File: src/rcc_pkg.sv
// rcc_pkg: register map, field positions, reset values and source indices
// assumes: shared by the reset-cause collector and its helpers on one clock
package rcc_pkg;

    // ------------------------------------------------------------------
    // bus geometry
    // ------------------------------------------------------------------
    localparam int unsigned RCC_ADR_W = 8;
    localparam int unsigned RCC_DAT_W = 32;
    localparam int unsigned RCC_SEL_W = 4;
    localparam int unsigned RCC_REG_W = 16;

    // word offsets of the two registers
    localparam logic [7:0] RCC_ADR_CAUSE = 8'h00;
    localparam logic [7:0] RCC_ADR_LEVEL = 8'h04;

    // ------------------------------------------------------------------
    // reset_cause_control field positions
    // ------------------------------------------------------------------
    localparam int unsigned RCC_B_POWERON = 0;
    localparam int unsigned RCC_B_BROWNOUT = 1;
    localparam int unsigned RCC_B_IDLE = 2;
    localparam int unsigned RCC_B_SLEEP = 3;
    localparam int unsigned RCC_B_WDT_TIMEOUT = 4;
    localparam int unsigned RCC_B_WDT_SOFT_EN = 5;
    localparam int unsigned RCC_B_INSTR = 6;
    localparam int unsigned RCC_B_EXT_PIN = 7;
    localparam int unsigned RCC_B_REG_SLEEP = 8;
    localparam int unsigned RCC_B_CFG_MISMATCH = 9;
    localparam int unsigned RCC_B_ILLEGAL = 14;
    localparam int unsigned RCC_B_TRAP = 15;

    // value after block reset, writable bits, value left by a power-on event
    localparam logic [15:0] RCC_CAUSE_RESET = 16'h0003;
    localparam logic [15:0] RCC_CAUSE_WMASK = 16'hc3ff;
    localparam logic [15:0] RCC_CAUSE_POR = 16'h0001;

    // ------------------------------------------------------------------
    // reset source indices in the level vector
    // ------------------------------------------------------------------
    localparam int unsigned RCC_NSRC = 11;
    localparam int unsigned RCC_S_POWERON = 0;
    localparam int unsigned RCC_S_BROWNOUT = 1;
    localparam int unsigned RCC_S_EXT_PIN = 2;
    localparam int unsigned RCC_S_INSTR = 3;
    localparam int unsigned RCC_S_WDT = 4;
    localparam int unsigned RCC_S_CFG = 5;
    localparam int unsigned RCC_S_TRAP = 6;
    localparam int unsigned RCC_S_ILL_OPCODE = 7;
    localparam int unsigned RCC_S_UNINIT_W = 8;
    localparam int unsigned RCC_S_ILL_ADDR = 9;
    localparam int unsigned RCC_S_SECURITY = 10;
    localparam int unsigned RCC_NPIN = 3;

    // bus answer states
    typedef enum logic [2:0] {
        RCC_BUS_IDLE = 3'b001,
        RCC_BUS_ACK = 3'b010,
        RCC_BUS_ERR = 3'b100
    } rcc_bus_state_t;

endpackage : rcc_pkg

File: src/rcc_reset_cause_collector.sv
// rcc_reset_cause_collector: merges reset sources into one system reset and
// keeps a sticky record of each cause in reset_cause_control.
// assumes: one 20 MHz clock, classic wishbone slave, pins are asynchronous
//
// Contract
// RL1 - any active source drives system reset
// RL2 - accept all listed reset sources
// RL3 - each reset sets its own cause flag
// RL4 - power-on clears flags, keeps power-on flag
// RL5 - software sets/clears flags, never resets device
// RL6 - bit 15 records trap conflict reset
// RL7 - bit 14 records illegal opcode/address/W pointer
// RL8 - bit 9 records configuration mismatch reset
// RL9 - bit 8 keeps regulator active in sleep
// RL10 - bit 7 records master clear pin reset
// RL11 - bit 6 records reset instruction executed
// RL12 - bit 5 enables watchdog unless fuse set
// RL13 - bit 4 records watchdog time-out
// RL14 - bit 3 records device was in sleep
// RL15 - bit 2 records device was in idle
// RL16 - system reset forces some state, keeps rest
// RL17 - software clears flags after reading them
// RL18 - bit 1 records brown-out reset
// RL19 - bit 0 records power-on reset
// RL20 - flags accumulate across non power-on resets
//
// Implementation choices: the register offsets and register access over Wishbone.
`timescale 1ns/10ps
`default_nettype none
module rcc_reset_cause_collector (
    input wire logic clk_i,
    input wire logic nrst_i,
    // wishbone classic slave
    input wire logic wb_cyc_i,
    input wire logic wb_stb_i,
    input wire logic wb_we_i,
    input wire logic [rcc_pkg::RCC_ADR_W-1:0] wb_adr_i,
    input wire logic [rcc_pkg::RCC_SEL_W-1:0] wb_sel_i,
    input wire logic [rcc_pkg::RCC_DAT_W-1:0] wb_dat_i,
    output logic [rcc_pkg::RCC_DAT_W-1:0] wb_dat_o,
    output logic wb_ack_o,
    output logic wb_err_o,
    // asynchronous reset sources
    input wire logic power_on_reset_i,
    input wire logic brownout_reset_i,
    input wire logic master_clear_pin_n_i,
    // on-chip reset sources, same clock, active high levels or pulses
    input wire logic reset_instruction_i,
    input wire logic watchdog_timeout_i,
    input wire logic config_mismatch_i,
    input wire logic trap_conflict_i,
    input wire logic illegal_opcode_i,
    input wire logic uninit_wreg_pointer_i,
    input wire logic illegal_addr_mode_i,
    input wire logic security_reset_i,
    // power-saving mode entries, one-cycle pulses
    input wire logic sleep_entered_i,
    input wire logic idle_entered_i,
    // configuration fuse, static
    input wire logic watchdog_fuse_enable_i,
    // outputs
    output logic system_reset_out_o,
    output logic regulator_sleep_active_o,
    output logic watchdog_enable_o
);
    import rcc_pkg::*;

    // ------------------------------------------------------------------
    // source capture
    // ------------------------------------------------------------------

    logic [RCC_NPIN-1:0] pin_raw;
    logic [RCC_NPIN-1:0] pin_sync;
    logic [RCC_NSRC-1:0] src_level;
    logic [RCC_NSRC-1:0] src_rise;

    // limitation: a pin pulse shorter than one clock can be missed, so pin
    // sources are taken as stretched levels, not as glitches
    // pin is active low, turned round before the synchroniser
    assign pin_raw = {~master_clear_pin_n_i, brownout_reset_i, power_on_reset_i};

    rcc_sync #(
        .WIDTH(RCC_NPIN)
    ) u_pin_sync (
        .clk_i(clk_i),
        .nrst_i(nrst_i),
        .async_i(pin_raw),
        .sync_o(pin_sync)
    );

    // bit order matches the live-level register read at RCC_ADR_LEVEL
    // one vector of every reset source, pins only after synchronising
    always_comb begin
        src_level = '0;
        src_level[RCC_S_POWERON] = pin_sync[0]; // RL2
        src_level[RCC_S_BROWNOUT] = pin_sync[1]; // RL2
        src_level[RCC_S_EXT_PIN] = pin_sync[2]; // RL2
        src_level[RCC_S_INSTR] = reset_instruction_i; // RL2
        src_level[RCC_S_WDT] = watchdog_timeout_i; // RL2
        src_level[RCC_S_CFG] = config_mismatch_i; // RL2
        src_level[RCC_S_TRAP] = trap_conflict_i; // RL2
        src_level[RCC_S_ILL_OPCODE] = illegal_opcode_i; // RL2
        src_level[RCC_S_UNINIT_W] = uninit_wreg_pointer_i; // RL2
        src_level[RCC_S_ILL_ADDR] = illegal_addr_mode_i; // RL2
        src_level[RCC_S_SECURITY] = security_reset_i; // RL2
    end

    // on-chip sources already run on clk_i and skip the synchroniser
    // each new reset occurrence is one pulse, so a held source counts once
    rcc_rise #(
        .WIDTH(RCC_NSRC)
    ) u_src_rise (
        .clk_i(clk_i),
        .nrst_i(nrst_i),
        .level_i(src_level),
        .rise_o(src_rise)
    );

    // ------------------------------------------------------------------
    // system reset merge
    // ------------------------------------------------------------------

    logic sys_rst_q;
    logic sys_rst_d;

    // pins reach the output three clocks after they move, on-chip sources one
    // registered so the output never glitches while sources change
    always_comb begin
        sys_rst_d = |src_level; // RL1
    end

    // held high through block reset so nothing downstream starts early
    always_ff @(posedge clk_i) begin
        if (!nrst_i) begin
            sys_rst_q <= 1'b1;
        end else begin
            sys_rst_q <= sys_rst_d;
        end
    end

    assign system_reset_out_o = sys_rst_q;

    // ------------------------------------------------------------------
    // wishbone slave
    // ------------------------------------------------------------------

    rcc_bus_state_t bus_q;
    rcc_bus_state_t bus_d;
    logic [RCC_DAT_W-1:0] rdat_q;
    logic [RCC_DAT_W-1:0] rdat_d;
    logic req;
    logic hit_cause;
    logic hit_level;
    logic wr_commit;
    logic [RCC_REG_W-1:0] cause_q;

    assign req = wb_cyc_i & wb_stb_i;
    assign hit_cause = (wb_adr_i == RCC_ADR_CAUSE);
    assign hit_level = (wb_adr_i == RCC_ADR_LEVEL);
    // trade-off: one wait cycle keeps the read mux off the ack path
    // a write lands at the edge where the master sees ack
    assign wr_commit = (bus_q == RCC_BUS_ACK) & req & wb_we_i & hit_cause;

    // one wait cycle, then ack or err for one cycle, then back to idle
    always_comb begin
        bus_d = bus_q;
        rdat_d = rdat_q;
        case (bus_q)
            RCC_BUS_IDLE: begin
                if (req) begin
                    if (hit_cause || hit_level) begin
                        bus_d = RCC_BUS_ACK;
                    end else begin
                        bus_d = RCC_BUS_ERR;
                    end
                    // read data staged now so it is stable under ack
                    if (hit_cause) begin
                        rdat_d = {16'h0000, cause_q};
                    end else if (hit_level) begin
                        rdat_d = {{(RCC_DAT_W-RCC_NSRC){1'b0}}, src_level};
                    end else begin
                        rdat_d = '0;
                    end
                end
            end
            RCC_BUS_ACK: begin
                bus_d = RCC_BUS_IDLE;
            end
            RCC_BUS_ERR: begin
                bus_d = RCC_BUS_IDLE;
            end
            default: begin
                bus_d = RCC_BUS_IDLE;
            end
        endcase
    end

    // state and staged read data move together
    always_ff @(posedge clk_i) begin
        if (!nrst_i) begin
            bus_q <= RCC_BUS_IDLE;
            rdat_q <= '0;
        end else begin
            bus_q <= bus_d;
            rdat_q <= rdat_d;
        end
    end

    // answers come straight from the state, so each stands exactly one cycle
    assign wb_ack_o = (bus_q == RCC_BUS_ACK);
    assign wb_err_o = (bus_q == RCC_BUS_ERR);
    assign wb_dat_o = rdat_q;

    // ------------------------------------------------------------------
    // reset_cause_control register
    // ------------------------------------------------------------------

    logic [RCC_REG_W-1:0] cause_d;
    logic [RCC_REG_W-1:0] wr_lane;
    logic [RCC_REG_W-1:0] hw_set;
    logic [RCC_REG_W-1:0] base;

    // byte enables expanded to bit enables for the low half-word
    assign wr_lane = {{8{wb_sel_i[1]}}, {8{wb_sel_i[0]}}};

    // sleep and idle set on every high cycle: mode flags, not reset events
    // hardware cause events, one bit each
    always_comb begin
        hw_set = '0;
        hw_set[RCC_B_POWERON] = src_rise[RCC_S_POWERON]; // RL19
        hw_set[RCC_B_BROWNOUT] = src_rise[RCC_S_BROWNOUT]; // RL18
        hw_set[RCC_B_IDLE] = idle_entered_i; // RL15
        hw_set[RCC_B_SLEEP] = sleep_entered_i; // RL14
        hw_set[RCC_B_WDT_TIMEOUT] = src_rise[RCC_S_WDT]; // RL13
        hw_set[RCC_B_INSTR] = src_rise[RCC_S_INSTR]; // RL11
        hw_set[RCC_B_EXT_PIN] = src_rise[RCC_S_EXT_PIN]; // RL10
        hw_set[RCC_B_CFG_MISMATCH] = src_rise[RCC_S_CFG]; // RL8
        hw_set[RCC_B_ILLEGAL] = src_rise[RCC_S_ILL_OPCODE]
            | src_rise[RCC_S_UNINIT_W]
            | src_rise[RCC_S_ILL_ADDR]
            | src_rise[RCC_S_SECURITY]; // RL7
        hw_set[RCC_B_TRAP] = src_rise[RCC_S_TRAP]; // RL6
    end

    // priority: power-on wipe, else software write, then warm-reset
    // clear of the soft watchdog enable, and hardware sets on top so an
    // event in the same cycle as a clear is never lost
    always_comb begin
        base = cause_q; // RL20
        if (src_rise[RCC_S_POWERON]) begin
            base = RCC_CAUSE_POR; // RL4
        end else if (wr_commit) begin
            // software may set or clear any flag; the register feeds
            // nothing that causes a reset, so a set here stays a flag
            base = ((cause_q & ~wr_lane) | (wb_dat_i[RCC_REG_W-1:0] & wr_lane))
                & RCC_CAUSE_WMASK; // RL5
        end
        if (sys_rst_q) begin
            base[RCC_B_WDT_SOFT_EN] = 1'b0; // RL16
        end
        cause_d = base | hw_set; // RL3
    end

    // block reset loads the cold-start value: power-on and brown-out seen
    always_ff @(posedge clk_i) begin
        if (!nrst_i) begin
            cause_q <= RCC_CAUSE_RESET;
        end else begin
            cause_q <= cause_d;
        end
    end

    // ------------------------------------------------------------------
    // control outputs
    // ------------------------------------------------------------------

    logic reg_sleep_q;
    logic reg_sleep_d;
    logic wdt_en_q;
    logic wdt_en_d;

    // fuse high forces the watchdog on whatever software wrote
    // the fuse is a static configuration level, read without a synchroniser
    always_comb begin
        reg_sleep_d = cause_q[RCC_B_REG_SLEEP]; // RL9
        wdt_en_d = watchdog_fuse_enable_i | cause_q[RCC_B_WDT_SOFT_EN]; // RL12
    end

    // both outputs clear during block reset; the watchdog starts off
    always_ff @(posedge clk_i) begin
        if (!nrst_i) begin
            reg_sleep_q <= 1'b0;
            wdt_en_q <= 1'b0;
        end else begin
            reg_sleep_q <= reg_sleep_d;
            wdt_en_q <= wdt_en_d;
        end
    end

    assign regulator_sleep_active_o = reg_sleep_q;
    assign watchdog_enable_o = wdt_en_q;

endmodule // rcc_reset_cause_collector
`default_nettype wire

File: src/rcc_rise.sv
// rcc_rise: rising-edge detector per bit, one-cycle pulse out
// assumes: inputs already on clk_i; a level high across reset gives a pulse
`timescale 1ns/10ps
`default_nettype none
module rcc_rise #(
    parameter int unsigned WIDTH = 1
) (
    input wire logic clk_i,
    input wire logic nrst_i,
    input wire logic [WIDTH-1:0] level_i,
    output logic [WIDTH-1:0] rise_o
);
    // ------------------------------------------------------------------
    // per-bit history flop
    // ------------------------------------------------------------------
    genvar g;
    generate
        for (g = 0; g < WIDTH; g++) begin : g_bit
            logic prev_q;
            logic prev_d;
            always_comb begin
                prev_d = level_i[g];
            end
            always_ff @(posedge clk_i) begin
                if (!nrst_i) begin
                    prev_q <= 1'b0;
                end else begin
                    prev_q <= prev_d;
                end
            end
            assign rise_o[g] = level_i[g] & ~prev_q;
        end
    endgenerate
endmodule // rcc_rise
`default_nettype wire

File: src/rcc_sync.sv
// rcc_sync: two-flop synchroniser, one pair per bit
// assumes: inputs are asynchronous pins, reset is synchronous active low
`timescale 1ns/10ps
`default_nettype none
module rcc_sync #(
    parameter int unsigned WIDTH = 1
) (
    input wire logic clk_i,
    input wire logic nrst_i,
    input wire logic [WIDTH-1:0] async_i,
    output logic [WIDTH-1:0] sync_o
);
    // ------------------------------------------------------------------
    // per-bit flop pair
    // ------------------------------------------------------------------
    genvar g;
    generate
        for (g = 0; g < WIDTH; g++) begin : g_bit
            logic meta_q;
            logic meta_d;
            logic stab_q;
            logic stab_d;
            // first flop feeds only the second
            always_comb begin
                meta_d = async_i[g];
                stab_d = meta_q;
            end
            always_ff @(posedge clk_i) begin
                if (!nrst_i) begin
                    meta_q <= 1'b0;
                    stab_q <= 1'b0;
                end else begin
                    meta_q <= meta_d;
                    stab_q <= stab_d;
                end
            end
            assign sync_o[g] = stab_q;
        end
    endgenerate
endmodule // rcc_sync
`default_nettype wire
File: config.mk
export PLATFORM = sky130hd
export DESIGN_NAME = rcc_reset_cause_collector
export DESIGN_NICKNAME = d
export VERILOG_FILES = /design/src/rcc_pkg.sv /design/src/rcc_reset_cause_collector.sv /design/src/rcc_rise.sv /design/src/rcc_sync.sv
export SDC_FILE = /design/constraint.sdc
export NUM_CORES = 1
export LEC_CHECK = 0
export BUFFER_PORTS_ARGS = -buffer_cell sky130_fd_sc_hd__buf_2
export CAP_MARGIN = 5
export CORE_MARGIN = 10
export CORE_UTILIZATION = 29
export CTS_CLUSTER_SIZE = 8
export DETAILED_ROUTE_END_ITERATION = 6
export PLACE_DENSITY = 0.57
export SKIP_CTS_REPAIR_TIMING = 1
export SLEW_MARGIN = 20
export SYNTH_ARGS = -nofsm -noshare
export SYNTH_HDL_FRONTEND = slang
export SYNTH_SLANG_ARGS = --single-unit
File: constraint.sdc
create_clock -name clk_i -period 2.6 [get_ports clk_i]
set_clock_uncertainty 0.1 [all_clocks]
set_input_delay 0.26 -clock clk_i [delete_from_list [all_inputs] [get_ports clk_i]]
set_output_delay 0.26 -clock clk_i [all_outputs]
set_load 0.03 [all_outputs]
==> results.toml <==
[logic_synthesis]
synthSimpleGateAreaFrac_pct = 21.21
synth_edf_count = 0
synth.distinct_cells = 39
ys_seq_area_share_pct = 48.06
syn_inst = 202
synth_top_family_by_area = "simple AND/OR/NAND/NOR gates"
synth-warning-count = 0
ys.flop_type = "dfxtp_1"
async_reset_ff_share_pct = 0
syn_area_um2 = 1999
synth_xor_area_share_pct = 0
synth_commonest_cells = "dfxtp_1 (48), buf_4 (19), and2_1 (12), inv_1 (12), mux2i_1 (11)"
synth-compound-area-share_pct = 13.45
synthAdderAreaFrac_pct = 0
ys_ff_latch = 48
yosysTopAreaCell = "dfxtp_1"
synth.top_cell.area_share_pct = 48.06
synth.top_cells.by_area = "dfxtp_1 (48%), buf_4 (7.1%), mux2i_1 (5.5%)"
yosysMostFrequentCell = "dfxtp_1"
synth_mux_area_share_pct = 5.507
avgSynthCellArea_um2 = 9.898

[global_routing]
use_met3_pct = 3.753
grt_pass1_vias = 1595
antenna_found_initial = 0
grt_max_degree = 31
grt_overflow = 0
grt.busiest_layer = "met2"
grt.met1_usage_pct = 11.69
grtUsageMet2_pct = 16.38
track_usage_pct = 9.965
grt_pass1_wl_mm = 8.045

[worst_setup_path]
startpoint_type = "register"
r2r_slack_ps = 670
path_buf_inv = 1
worstPathMaxFanout = 9
critical_path.cell_chain = "or3b_2 > nor4_4 > buf_4 > mux2i_1 > nand3_1"
cp-end-kind = "register"
crit_type = "reg -> reg"
crit_required_ps = 2680
cpMaxStageDelayCell = "or3b_2"
arrival_ps = 2000
cp_slowest_stage_delay_ps = 500
path_delay_family = "simple AND/OR/NAND/NOR gates"

[sta]
fin_tns_setup_ps = 0
relSlewSlack_pct = 58.16
max_freq_mhz = 519.2
fin_hold_ws_ps = 7.917
period_share_pct = 74.08
hold_violations = 0
setup_viol = 0
worst_pin_slew_ps = 625.3
rsz0062_at_grt = "false"
drv_slew = 0
period_needed_ps = 1926

[route]
routed_wl_mm = 5.432
wl_per_cell_um = 15.93
vias = 1581
drt-initial-drc-count = 60
firstDrtPassIters = 4
drc = 0
route.antenna.remaining_nets = 0
vias_per_cell = 4.636

[clocking]
ctsRootBufferMaster = "clkbuf_8"
htreeDepth = 2
numCtsBuffers = 5
cts.sinks = 48
cts_tree = "done"
clock_path_buffers = 2
insertion_delay_ps = 290
clk_pin_slew_ps = 80

[power]
combPwrFrac_pct = 11.2
fin_total_pwr_mw = 1.337
power.switching_mw = 0.3441
p_per_area_nw_per_um2 = 560.8
pwr-share-seq_pct = 57.9
clockPowerShare_pct = 30.9
ir_drop_mv = 0.1987
p_int_mw = 0.9933
power_leakage_nw = 1.044
swShare_pct = 25.73

[worst_hold_path]
holdCritPathClass = "in -> reg"

[job]
maxCapViolCount = 0

[final_layout]
regArea_um2 = 960.9
n_antenna_cell = 0
final_nets = 324
fill_cells = 722
multi_input_area_um2 = 880.8
areaGrowthSynthToFinish_pct = 19.27
fin_util_pct = 35.30
drive_gt1_share_pct = 29.50

[place]
portBuffers = 58
globalplace.congestion = 0.7561
dp_hpwl_mm = 4.155

[floorplanning]
core_um2 = 6756
io_pins = 100
initial_core_util_pct = 29.59
die_y_um = 103.0
num_rows = 30
dieArea_um2 = 10620
die_w_um = 103.0

[outcome]
outcome = "completed"
through the flow:
step           instance area [um2]  std cells  setup WS, ps
3_5_place_dp                  2307        334         547.8
3_3_place_gp                  2307        334         564.4
6_report                      2385        341         674.0
4_1_cts                       2385        341         645.7
5_1_grt                       2385        341         543.3
2_1_floorplan                 2067        220         583.3
flip-flops by register name (all words and copies together), names as in the netlist, named ones only:
register	count
watchdog_enable_o	1
wb_dat_o	13
system_reset_out_o	1
regulator_sleep_active_o	1
cause_q	10
u_pin_sync.g_bit.stab_q	3
u_pin_sync.g_bit.meta_q	3
bus_q	3
u_src_rise.g_bit.prev_q	11
worst register-to-register path: stages (launching register included):
cell     delay [ps]
dfxtp_1         370
or3b_2          500
nor4_4          290
buf_4           250
mux2i_1         210
nand3_1          90
routing by layer:
layer	vias up	routed length, um
met1	735	2338
met3	5	469
met5	-	0
met2	52	2582
met4	0	42
li1	789	-
cell type report:
cell class	count	area share, %
Sequential cell	48	40.29
Multi-Input combinational cell	132	36.94
Timing Repair Buffer	62	13.43
Tap cell	80	4.197
Clock buffer	6	3.043
Inverter	12	1.889
Clock inverter	1	0.2099
path summary, 6_finish.rpt:
check                                                            from                                    end  depth (start not counted)
worst min register to register  u_src_rise.g_bit[6].prev_q$_SDFF_PN0_                 cause_q[15]$_SDFF_PN0_                          1
worst max-delay path                            bus_q[1]$_SDFFE_PN0P_                  cause_q[0]$_SDFF_PN1_                          5
worst max register to register                  bus_q[1]$_SDFFE_PN0P_                  cause_q[0]$_SDFF_PN1_                          5
worst min-delay path                             master_clear_pin_n_i  u_pin_sync.g_bit[2].meta_q$_SDFF_PN0_                          2
power groups by stage:
stage	Clock, mW	Sequential (mW)	Combinational (mW)
finish	0.414	0.774	0.150
CTS	0.438	0.774	0.150
floorplan	0	0.790	0.115
global route	0.460	0.778	0.165
global placement	0	0.791	0.148
detailed placement	0	0.792	0.149
cells in the final DEF (no fill, tap or decap), drive strengths merged, types with 3 or more instances in the layout:
master	Yosys	layout
buf	22	62
dfxtp	48	48
conb	1	19
inv	12	12
and2	12	12
mux2i	11	11
nand2	10	10
a22oi	8	8
nand4	8	8
a21boi	7	7
o22ai	7	7
clkbuf	6	6
nor4	6	6
o21a	5	5
nor3	5	5
o21ai	5	5
nor2	4	4
nor2b	3	3
nand3	3	3
a22o	3	3
or4	3	3
kinds of logic (layout without fill, tap and decap cells):
| group | count (synthesis) | count (layout) |
|---|---|---|
| simple gates | 64 | 64 |
| flops | 48 | 48 |
| buf+inv | 40 | 81 |
| compound gates | 38 | 38 |
| mux | 11 | 11 |
| other cells | 1 | 19 |
Note: power is estimated with default switching activity, not from simulation.
